[src/pm_cap_pkg.sv]
package pm_cap_pkg;

  // Configuration space layout, byte offsets of aligned dwords
  localparam logic [7:0] STATUS_DW_OFF   = 8'h04;
  localparam logic [7:0] CAP_PTR_DW_OFF  = 8'h34;
  localparam logic [7:0] PM_CAP_DW_OFF   = 8'h40;
  localparam logic [7:0] PM_CSR_DW_OFF   = 8'h44;

  // Field positions inside their dwords
  localparam int CAP_LIST_BIT    = 20;
  localparam int CAP_PTR_LSB     = 0;
  localparam int CAPABILITY_IDENTIFIER_LSB      = 0;
  localparam int NEXT_PTR_LSB    = 8;
  localparam int PM_CAPS_LSB     = 16;
  localparam int PSTATE_LSB      = 0;
  localparam int PME_EN_BIT      = 8;
  localparam int PME_STS_BIT     = 15;
  localparam int BRIDGE_EXT_LSB  = 16;
  localparam int POWER_DATA_LSB  = 24;

  // Power state encodings
  localparam logic [1:0] PSTATE_D0    = 2'h0;
  localparam logic [1:0] PSTATE_D3HOT = 2'h3;

  // Reset values
  localparam logic [1:0] PSTATE_RST     = 2'h0;
  localparam logic       PME_EN_RST     = 1'h0;
  localparam logic       PME_STS_RST    = 1'h0;
  localparam logic [7:0] POWER_DATA_RST = 8'h00;

  // Length of the internal warm reset pulse in core_clk cycles
  localparam int WARM_RST_CYCLES = 4;

  typedef enum logic [0:0] {
    run_st,
    warm_rst_st
  } warm_state_type;

endpackage

[src/pm_cap_regs.sv]
`timescale 1ns/100ps
// Functional notes
// - Status register bit 4 reads one, advertising a capability list.
// - Capability pointer at offset 34h points to the power register file.
// - Register file holds 8-bit capability identifier and 8-bit next pointer.
// - Capability list structure bits are read-only constants.
// - 16-bit read-only power capabilities register.
// - 16-bit control/status register; bits 1:0 are a writable power state.
// - 8-bit read-only bridge extension; nonzero only for bridges.
// - 8-bit read-only power data register reads all zeros.
// - D0 means fully configured and operational.
// - D3hot is restorable without boot; survives stopped clocks.
// - Configuration cycles are accepted and answered in D3hot.
// - In D3hot ignore I/O and memory cycles, hold interrupts low.
// - In D3hot start no transaction except split completions.
// - Writing D0 from D3hot applies an internal warm reset.
// - Optional wake request pin asserted on external stimulus.
module pm_cap_regs
  import pm_cap_pkg::*;
#(
  parameter logic [7:0]  CAPABILITY_IDENTIFIER         = 8'h01,
  parameter logic [7:0]  NEXT_CAP_PTR   = 8'h00,
  parameter logic [15:0] PM_CAPS        = 16'h0002,
  parameter logic        IS_BRIDGE      = 1'b0,
  parameter logic [7:0]  BRIDGE_EXT_VAL = 8'h00,
  parameter logic        WAKE_EN        = 1'b0,
  parameter int          WARM_CYCLES    = WARM_RST_CYCLES
)(
  input  wire logic        core_clk,
  input  wire logic        arst_n,
  input  wire logic        cfg_req,
  input  wire logic        cfg_write,
  input  wire logic [7:0]  cfg_addr,
  input  wire logic [3:0]  cfg_be,
  input  wire logic [31:0] cfg_wdata,
  output logic             cfg_ack,
  output logic [31:0]      cfg_rdata,
  input  wire logic        fn_int_req,
  input  wire logic        fn_init_req,
  input  wire logic        fn_init_split_cpl,
  input  wire logic        wake_event,
  output logic [1:0]       power_state,
  output logic             space_enable,
  output logic             int_out,
  output logic             init_grant,
  output logic             func_rst,
  output logic             pme_out,
  output logic             pme_oe
);

  // Elaboration checks
  if (WARM_CYCLES < 1) begin : g_chk_warm
    $error("WARM_CYCLES must be at least one");
  end
  if (!IS_BRIDGE && (BRIDGE_EXT_VAL != 8'h00)) begin : g_chk_bse
    $error("BRIDGE_EXT_VAL must be zero for a non-bridge");
  end
  if (IS_BRIDGE && (BRIDGE_EXT_VAL == 8'h00)) begin : g_chk_bse_nz
    $error("BRIDGE_EXT_VAL must be nonzero for a bridge");
  end
  // Longer warm resets gain nothing and need a wider counter
  if (WARM_CYCLES > 255) begin : g_chk_warm_max
    $error("WARM_CYCLES must not exceed 255");
  end
  // The read assembly below assumes this field layout
  if ((CAP_LIST_BIT < 16) || (CAP_LIST_BIT > 31)) begin : g_chk_list_bit
    $error("CAP_LIST_BIT must lie in the upper half of the status dword");
  end
  if (CAP_PTR_LSB + 8 > 32) begin : g_chk_ptr_lsb
    $error("CAP_PTR_LSB leaves no room for the pointer");
  end
  if (NEXT_PTR_LSB != CAPABILITY_IDENTIFIER_LSB + 8) begin : g_chk_next_lsb
    $error("NEXT_PTR_LSB must follow the identifier");
  end
  if (PM_CAPS_LSB != NEXT_PTR_LSB + 8) begin : g_chk_caps_lsb
    $error("PM_CAPS_LSB must follow the next pointer");
  end
  if (PSTATE_LSB + 2 > PME_EN_BIT) begin : g_chk_ps_lsb
    $error("Power state field overlaps the wake enable");
  end
  if (PME_STS_BIT > 15) begin : g_chk_sts_bit
    $error("PME_STS_BIT must lie in the control/status word");
  end
  if (BRIDGE_EXT_LSB != 16) begin : g_chk_bse_lsb
    $error("BRIDGE_EXT_LSB must follow the control/status word");
  end
  if (POWER_DATA_LSB != BRIDGE_EXT_LSB + 8) begin : g_chk_data_lsb
    $error("POWER_DATA_LSB must follow the bridge extension");
  end
  if (PM_CAP_DW_OFF[1:0] != 2'b00) begin : g_chk_cap_align
    $error("PM_CAP_DW_OFF must be dword aligned");
  end
  if (PM_CSR_DW_OFF != PM_CAP_DW_OFF + 8'h04) begin : g_chk_csr_off
    $error("PM_CSR_DW_OFF must follow the capability dword");
  end

  localparam int CNT_W = $clog2(WARM_CYCLES + 1);
  localparam logic [CNT_W-1:0] WARM_LOAD = CNT_W'(WARM_CYCLES);
  localparam logic [CNT_W-1:0] CNT_ONE   = CNT_W'(1);
  localparam logic [CNT_W-1:0] CNT_ZERO  = '0;

  // Reset synchroniser
  logic rst_meta_q;
  logic rst_n_q;

  always_ff @(posedge core_clk or negedge arst_n) begin
    if (!arst_n) begin
      rst_meta_q <= 1'b0;
      rst_n_q    <= 1'b0;
    end else begin
      rst_meta_q <= 1'b1;
      rst_n_q    <= rst_meta_q;
    end
  end

  // State
  logic [1:0]       pstate_q;
  logic [1:0]       pstate_d;
  logic             pme_en_q;
  logic             pme_en_d;
  logic             pme_sts_q;
  logic             pme_sts_d;
  warm_state_type   warm_q;
  warm_state_type   warm_d;
  logic [CNT_W-1:0] warm_cnt_q;
  logic [CNT_W-1:0] warm_cnt_d;
  logic             ack_q;
  logic [31:0]      rdata_q;
  logic             space_en_q;
  logic             int_q;
  logic             grant_q;
  logic             func_rst_q;
  logic             pme_out_q;
  logic             pme_oe_q;

  // Address decode
  wire logic [7:0] dw_addr   = {cfg_addr[7:2], 2'b00};
  wire logic       hit_sts   = (dw_addr == STATUS_DW_OFF);
  wire logic       hit_ptr   = (dw_addr == CAP_PTR_DW_OFF);
  wire logic       hit_cap   = (dw_addr == PM_CAP_DW_OFF);
  wire logic       hit_csr   = (dw_addr == PM_CSR_DW_OFF);
  wire logic       rd_stb    = cfg_req && !cfg_write;
  wire logic       wr_csr    = cfg_req && cfg_write && hit_csr;
  wire logic       wr_lo     = wr_csr && cfg_be[0];
  wire logic       wr_hi     = wr_csr && cfg_be[1];

  // Power state write filtering
  wire logic [1:0] ps_wr     = cfg_wdata[PSTATE_LSB +: 2];
  wire logic       ps_legal  = (ps_wr == PSTATE_D0) ||
                               (ps_wr == PSTATE_D3HOT);
  wire logic       ps_take   = wr_lo && ps_legal;
  wire logic       in_d3hot  = (pstate_q == PSTATE_D3HOT);
  wire logic       to_d0     = ps_take && in_d3hot &&
                               (ps_wr == PSTATE_D0);
  wire logic       nxt_d3hot = (pstate_d == PSTATE_D3HOT);

  // Wake request bookkeeping
  wire logic       sts_clr   = wr_hi && cfg_wdata[PME_STS_BIT];
  wire logic       sts_set   = WAKE_EN && wake_event;
  wire logic       en_wr     = wr_hi && WAKE_EN;

  // Warm reset keeps function logic quiet as well
  wire logic       warm_busy = (warm_d == warm_rst_st);

  always_comb begin
    pstate_d = pstate_q;
    if (ps_take) begin
      pstate_d = ps_wr;
    end
  end

  always_comb begin
    pme_en_d = pme_en_q;
    if (en_wr) begin
      pme_en_d = cfg_wdata[PME_EN_BIT];
    end
  end

  // Set wins over a clear in the same cycle
  always_comb begin
    pme_sts_d = pme_sts_q;
    if (sts_clr) begin
      pme_sts_d = 1'b0;
    end
    if (sts_set) begin
      pme_sts_d = 1'b1;
    end
  end

  // Warm reset sequencer
  always_comb begin
    warm_d     = warm_q;
    warm_cnt_d = warm_cnt_q;
    case (warm_q)
      run_st: begin
        if (to_d0) begin
          warm_d     = warm_rst_st;
          warm_cnt_d = WARM_LOAD;
        end
      end
      warm_rst_st: begin
        if (warm_cnt_q == CNT_ONE) begin
          warm_d     = run_st;
          warm_cnt_d = CNT_ZERO;
        end else begin
          warm_cnt_d = warm_cnt_q - CNT_ONE;
        end
      end
      default: begin
        warm_d     = run_st;
        warm_cnt_d = CNT_ZERO;
      end
    endcase
  end

  // Read data assembly; fields sit at their package positions
  wire logic [15:0] csr_word;
  wire logic [31:0] rd_sts;
  wire logic [31:0] rd_ptr;
  wire logic [31:0] rd_cap;
  wire logic [31:0] rd_csr;

  // Status dword carries only the capability list flag
  for (genvar b = 0; b < 32; b++) begin : g_sts_bit
    assign rd_sts[b] = (b == CAP_LIST_BIT);
  end

  // Unimplemented control/status bits read as zero
  for (genvar b = 0; b < 16; b++) begin : g_csr_bit
    if (b == PME_STS_BIT) begin : g_sts
      assign csr_word[b] = pme_sts_q && WAKE_EN;
    end else if (b == PME_EN_BIT) begin : g_en
      assign csr_word[b] = pme_en_q && WAKE_EN;
    end else if ((b >= PSTATE_LSB) && (b < PSTATE_LSB + 2)) begin : g_ps
      assign csr_word[b] = pstate_q[b - PSTATE_LSB];
    end else begin : g_zero
      assign csr_word[b] = 1'b0;
    end
  end

  assign rd_ptr = 32'(PM_CAP_DW_OFF) << CAP_PTR_LSB;
  assign rd_cap = (32'(CAPABILITY_IDENTIFIER) << CAPABILITY_IDENTIFIER_LSB) |
                  (32'(NEXT_CAP_PTR) << NEXT_PTR_LSB) |
                  (32'(PM_CAPS) << PM_CAPS_LSB);
  assign rd_csr = (32'(POWER_DATA_RST) << POWER_DATA_LSB) |
                  (32'(BRIDGE_EXT_VAL) << BRIDGE_EXT_LSB) |
                  32'(csr_word);
  logic [31:0] rd_mux;

  // Unmapped dwords read as zero and are still acknowledged
  always_comb begin
    rd_mux = 32'h00000000;
    if (hit_sts) begin
      rd_mux = rd_sts;
    end
    if (hit_ptr) begin
      rd_mux = rd_ptr;
    end
    if (hit_cap) begin
      rd_mux = rd_cap;
    end
    if (hit_csr) begin
      rd_mux = rd_csr;
    end
  end

  // Config cycles are answered in every power state
  always_ff @(posedge core_clk or negedge rst_n_q) begin
    if (!rst_n_q) begin
      ack_q   <= 1'b0;
      rdata_q <= 32'h00000000;
    end else begin
      ack_q   <= cfg_req;
      rdata_q <= rd_stb ? rd_mux : 32'h00000000;
    end
  end

  // Power state and wake registers; pstate survives warm reset
  always_ff @(posedge core_clk or negedge rst_n_q) begin
    if (!rst_n_q) begin
      pstate_q  <= PSTATE_RST;
      pme_en_q  <= PME_EN_RST;
      pme_sts_q <= PME_STS_RST;
    end else begin
      pstate_q  <= pstate_d;
      pme_en_q  <= pme_en_d;
      pme_sts_q <= pme_sts_d;
    end
  end

  always_ff @(posedge core_clk or negedge rst_n_q) begin
    if (!rst_n_q) begin
      warm_q     <= run_st;
      warm_cnt_q <= CNT_ZERO;
    end else begin
      warm_q     <= warm_d;
      warm_cnt_q <= warm_cnt_d;
    end
  end

  // Function-facing controls, registered from next state
  always_ff @(posedge core_clk or negedge rst_n_q) begin
    if (!rst_n_q) begin
      space_en_q <= 1'b1;
      int_q      <= 1'b0;
      grant_q    <= 1'b0;
      func_rst_q <= 1'b0;
    end else begin
      space_en_q <= !nxt_d3hot;
      int_q      <= fn_int_req && !nxt_d3hot && !warm_busy;
      grant_q    <= fn_init_req && !warm_busy &&
                    (!nxt_d3hot || fn_init_split_cpl);
      func_rst_q <= warm_busy;
    end
  end

  // Open-drain wake pin: only the enable toggles, data stays low
  always_ff @(posedge core_clk or negedge rst_n_q) begin
    if (!rst_n_q) begin
      pme_out_q <= 1'b0;
      pme_oe_q  <= 1'b0;
    end else begin
      pme_out_q <= 1'b0;
      pme_oe_q  <= pme_sts_d && pme_en_d && WAKE_EN;
    end
  end

  assign cfg_ack      = ack_q;
  assign cfg_rdata    = rdata_q;
  assign power_state  = pstate_q;
  assign space_enable = space_en_q;
  assign int_out      = int_q;
  assign init_grant   = grant_q;
  assign func_rst     = func_rst_q;
  assign pme_out      = pme_out_q;
  assign pme_oe       = pme_oe_q;

endmodule

[config.mk]
export PLATFORM = sky130hd
export DESIGN_NAME = pm_cap_regs
export DESIGN_NICKNAME = d
export VERILOG_FILES = /design/src/pm_cap_pkg.sv /design/src/pm_cap_regs.sv
export SDC_FILE = /design/constraint.sdc
export NUM_CORES = 1
export LEC_CHECK = 0
export ABC_AREA = 1
export BUFFER_PORTS_ARGS = -buffer_cell sky130_fd_sc_hd__buf_2
export CAP_MARGIN = 20
export CORE_ASPECT_RATIO = 1.1
export CORE_UTILIZATION = 39
export CTS_CLUSTER_DIAMETER = 80
export CTS_CLUSTER_SIZE = 30
export DETAILED_ROUTE_END_ITERATION = 8
export GPL_TIMING_DRIVEN = 0
export PLACE_DENSITY_LB_ADDON = 0.15
export SLEW_MARGIN = 10
export SYNTH_ARGS = -nofsm -noshare
export SYNTH_HDL_FRONTEND = slang
export SYNTH_SLANG_ARGS = --single-unit
[constraint.sdc]
create_clock -name core_clk -period 1.64 [get_ports core_clk]
set_input_delay 0.328 -clock core_clk [delete_from_list [all_inputs] [get_ports core_clk]]
set_output_delay 0.328 -clock core_clk [all_outputs]
set_load 0.005 [all_outputs]
=== After elaboration in Yosys (flattened, before gate mapping) ===
Index checks and enable logic that the tools add are counted.
W data, S select, Z words.

* Bits in registers: 33
* Latch bits: 0
* RAM bits: 0
* Memory bits (read-only): 0
* Bits of input ports: 52
* Output and inout bits: 41
* Word-level logic and storage cells: 50
* Memories: 0

* $add $sub $neg: 1
* $mul: 0
* Div/mod/pow operators: 0
* Order comparisons: 0
* Equality and inequality tests: 9
* Shift operators: 0
* Muxes and demuxes: 12
* Bitwise logic cells: 1
* Reduce and logical (&&, ||, !) cells: 17

{| class="wikitable"
|+ Operators by type and width
! cell !! number
|-
| $mux W21 || 5
|-
| $eq A6 B5 Y1 const B || 2
|-
| $logic_and A1 B1 Y1 || 11
|-
| $eq A2 B2 Y1 const B || 3
|-
| $eq A6 B1 Y1 const B || 1
|-
| $eq A6 B4 Y1 const B || 1
|-
| $mux W3 || 2
|-
| $pmux W3 S2 || 1
|-
| $eq A3 B1 Y1 const B || 1
|-
| $logic_not A1 Y1 || 3
|-
| $sub A3 B1 Y3 const B || 1
|-
| $logic_not A2 Y1 || 1
|-
| $logic_or A1 B1 Y1 || 2
|-
| $mux W1 || 2
|-
| $mux W2 || 1
|-
| $ne A2 B2 Y1 const B || 1
|-
| $pmux W1 S2 || 1
|-
| $not A1 Y1 || 1
|}

=== Longest topological paths before layout ===
* Word-level depth: 11
* Gate-level depth with buffers: 9
* Mapped depth without buffers: 9

=== Worst setup path before layout ===
OpenSTA, ideal clock, no wires.

* Kind: input to register
* Start point: in cfg_wdata[0]
* End point: reg grant_q (netlist: init_grant)
* Setup time: 0.114 ns
* Data arrival time: 1.202 ns
* Required time: 1.526 ns
* Slack: 0.324 ns
* Stages on the path: 8
* Buffers on the path: 0
* Path through: inv_1 -> ha_1 -> nor2_2 -> nand4_1 -> nand2_2 -> nand2_4 -> nor2_2 -> nor2_2

* Elaborated cells between the ends (all ways): 15
* Classes of those cells: 2 x eq/ne; 3 x mux; 10 x reduce/logical

{| class="wikitable"
|+ RTL lines
! element !! line !! source
|-
| from (decl) || pm_cap_regs.sv:35 || <nowiki>input wire logic [31:0] cfg_wdata,</nowiki>
|-
| $eq A2 B2 Y1 or $logic_not A2 Y1 (tied branches) || pm_cap_regs.sv:150, pm_cap_regs.sv:149 ||
|-
| $logic_or A1 B1 Y1 (*) || pm_cap_regs.sv:149 || <nowiki>wire logic ps_legal = (ps_wr == PSTATE_D0) ||</nowiki>
|-
| $logic_and A1 B1 Y1 (*) || pm_cap_regs.sv:151 || <nowiki>wire logic ps_take = wr_lo && ps_legal;</nowiki>
|-
| $mux W2 (*) || pm_cap_regs.sv:167 || <nowiki>if (ps_take) begin</nowiki>
|-
| via pstate_d[1] || pm_cap_regs.sv:118 || <nowiki>logic [1:0] pstate_d;</nowiki>
|-
| $eq A2 B2 Y1 (*) || pm_cap_regs.sv:155 || <nowiki>wire logic nxt_d3hot = (pstate_d == PSTATE_D3HOT);</nowiki>
|-
| $logic_not A1 Y1 (*) || pm_cap_regs.sv:312 || <nowiki>(!nxt_d3hot || fn_init_split_cpl);</nowiki>
|-
| $logic_or A1 B1 Y1 (*) || pm_cap_regs.sv:312 ||
|-
| $logic_and A1 B1 Y1 (*) || pm_cap_regs.sv:311 || <nowiki>grant_q <= fn_init_req && !warm_busy &&</nowiki>
|-
| to (signal assigned) || pm_cap_regs.sv:311 ||
|-
| to (decl) || pm_cap_regs.sv:131 || <nowiki>logic grant_q;</nowiki>
|}

The timed path passes the listed nets; every way through them passes the cells marked *.
A chain may end at the register's enable or synchronous reset.

=== Final worst setup path ===
* Start point: reg space_en_q (netlist: space_enable)
* End point: out space_enable

{| class="wikitable"
|+ RTL lines
! element !! line !! source
|-
| from (decl) || pm_cap_regs.sv:129 || <nowiki>logic space_en_q;</nowiki>
|-
| from (signal assigned) || pm_cap_regs.sv:309 || <nowiki>space_en_q <= !nxt_d3hot;</nowiki>
|-
| to (decl) || pm_cap_regs.sv:43 || <nowiki>output logic space_enable,</nowiki>
|}

No word-level cell between the ends.

==> flow_summary.toml <==
[critical_path]
crit_chain = "buf_2"
end_kind = "primary output"
r2r_slack_ns = 0.55
cp.arrival_ns = 0.93
cpPeakStageDelay_ns = 0.54
cp-start-kind = "register"
worst-path-buf-inv = 1
worst_ep_required_time_ns = 1.31
worstSetupPathType = "reg2out"
cp_slowest_cell = "dfstp_2"
crit_path_max_fanout = 1
cp_top_family = "flip-flops"

[timing]
setup_viol = 0
post-route-period-util_pct = 76.7
post-route-min-period_ns = 1.26
fin_worst_skew_ns = 0.00225
hold_viol = 0
rsz0062_at_grt = "false"
tightest_slew_ns = 0.573
clock.fmax_mhz = 795
slew_violations = 0
finalSetupTns_ns = 0
slew_headroom_pct = 61.8

[routing]
dr.pass1.iters = 2
vias_per_cell = 3.79
wl_per_cell_um = 8.07
vias = 751
routed_wl_um = 1600
final_antenna_net_count = 0
drc = 0
drtIter0Drc = 4

[clock_network]
cts_buffer_depth = 2
cts_made_buffers = 3
h-tree-depth = 1
cts_root_buffer = "clkbuf_4"
cts_tree = "done"
cts_sinks = 17
path_clk_slew_ns = 0.10
clkLatencyLatePin_ns = 0.28

[job]
drv_cap = 0

[die]
die_h_um = 55.0
io_pins = 93
fp.dieW_um = 50.2
start_util_pct = 43.0
die_area_um2 = 2760
core_area_um2 = 2320
row_count = 18

[pwr]
irDropWorstVdd_v = 0.000460
p_int_mw = 0.588
swShare_pct = 24.7
seq_power_share_pct = 55.8
power.share.clock_pct = 27.8
power.density_nw_per_um2 = 595
p_comb_share_pct = 16.4
p_switching_mw = 0.193
p_leak_nw = 0.804

[global_route]
track_usage_pct = 14.0
grt_max_degree = 16
antenna_found_initial = 0
grt_pass1_wl_um = 2790
gr-total-overflow = 0
grt_pass1_vias = 725

[final_layout]
diodes = 0
mostFrequentLayoutCell = "conb_1"
design_area_um2 = 1310
syn2layout_area_growth_pct = 31.6
fin_nets = 224
drive_above_1_share_pct = 44.6
n_fill_cell = 228
final_cell_mix = "conb_1, buf_4, buf_2"
seqCellArea_um2 = 427
multi_input_area_um2 = 398

[placed_design]
placed_area_um2 = 1270
portBuffers = 27
dpl.hpwl_um = 1400
place.gp.congestion = 0.797

[hold_path]
min_path_type = "in2reg"

[synth]
synth_seq_area_share_pct = 42.8
synthCells = 108
synth_area_um2 = 997
ys_types = 24
syn_avg_cell_area_um2 = 9.23
ys_ff_latch = 17
yosysWarnings = 0

[status]
status = "complete, no violations"
## through the flow
step	hold slack, ns	std cells	util [%]	setup slack [ns]	power [mW]
after floorplan	0.0324	136	-	0.324	0.536
after global placement	0.114	193	55.0	0.132	0.567
after detailed placement	0.115	193	55.0	0.124	0.568
after CTS	0.170	198	56.6	0.364	0.789
after global routing	0.170	198	56.6	0.349	0.830
final	0.177	198	56.6	0.381	0.781
## sequential cells by signal (all words and copies together), names as in the netlist
name,cells
cfg_ack,1
cfg_rdata,5
func_rst,1
init_grant,1
int_out,1
power_state,2
rst_meta_q,1
rst_n_q,1
space_enable,1
warm_cnt_q,3
## power by group through the flow
stage                     registers [mW]  clock network, mW  logic, mW
after floorplan                    0.444                  0     0.0926
after global placement             0.445                  0      0.122
after detailed placement           0.445                  0      0.124
after CTS                          0.437              0.226      0.126
after global routing               0.439              0.245      0.146
final                              0.436              0.217      0.128
## timing repair
item                      in CTS  in global routing
gates resized for setup        0                  0
hold buffers                   1                  0
hold endpoints to repair       2                  0
buffers inserted               0                  0
## path summary, 6_finish.rpt
path / startpoint / to / cells past startpoint
hold reg to reg: rst_n_q$_DFF_PN0_ / cfg_rdata[6]$_DFF_PN0_ / 0
hold / removal: cfg_req / cfg_ack$_DFF_PN0_ / 1
setup / recovery: space_enable$_DFF_PN1_ / space_enable / 1
setup reg to reg: warm_cnt_q[1]$_DFFE_PN0P_ / init_grant$_DFF_PN0_ / 8
min in group asynchronous: rst_n_q$_DFF_PN0_ / cfg_rdata[6]$_DFF_PN0_ / 0
max in group asynchronous: rst_n_q$_DFF_PN0_ / space_enable$_DFF_PN1_ / 0
## metal layers
layer  wire length (um)  track usage (%)
met5                  0                0
met4                 13             8.57
met3                125             3.55
met2                828             27.1
met1                631             13.7
## logic make-up (layout without fill, tap and decap cells)
kind of cell             count (synthesis)  count (layout)  share of synthesized area, %
AO/OA/AOI/OAI                            5               5                          3.26
XOR/XNOR                                 1               1                         0.878
adder cells (fa/ha/maj)                  3               3                          3.76
other                                    2              30                         0.753
flip-flops                              17              17                          42.8
AND/OR/NAND/NOR                         35              35                          20.7
buffers and inverters                   45              77                          27.9
## synthesized netlist by cell type, drive strengths merged
library cell / count / area (um^2)
nand2: 18 / 87.6
buf: 29 / 218
a31oi: 1 / 6.26
nor4: 2 / 18.8
nor2: 8 / 55.1
ha: 3 / 37.5
nand4: 4 / 25.0
o21bai: 1 / 7.51
dfrtp: 16 / 400
xor2: 1 / 8.76
nor3: 1 / 5.00
nand3: 2 / 15.0
dfstp: 1 / 26.3
conb: 2 / 7.51
a21oi: 1 / 5.00
o21ai: 1 / 5.00
o32ai: 1 / 8.76
inv: 16 / 60.1
## area by class of cell
| type | count | area share (%) |
|---|---|---|
| clock inverters | 1 | 0.381 |
| flip-flops and latches | 17 | 32.5 |
| well taps | 30 | 2.86 |
| repair buffers | 28 | 11.1 |
| inverters | 16 | 4.58 |
| multi-input cells | 74 | 30.3 |
| plain buffers | 29 | 16.6 |
| clock buffers | 3 | 1.72 |
No activity file was read; power rests on OpenSTA's default activity.
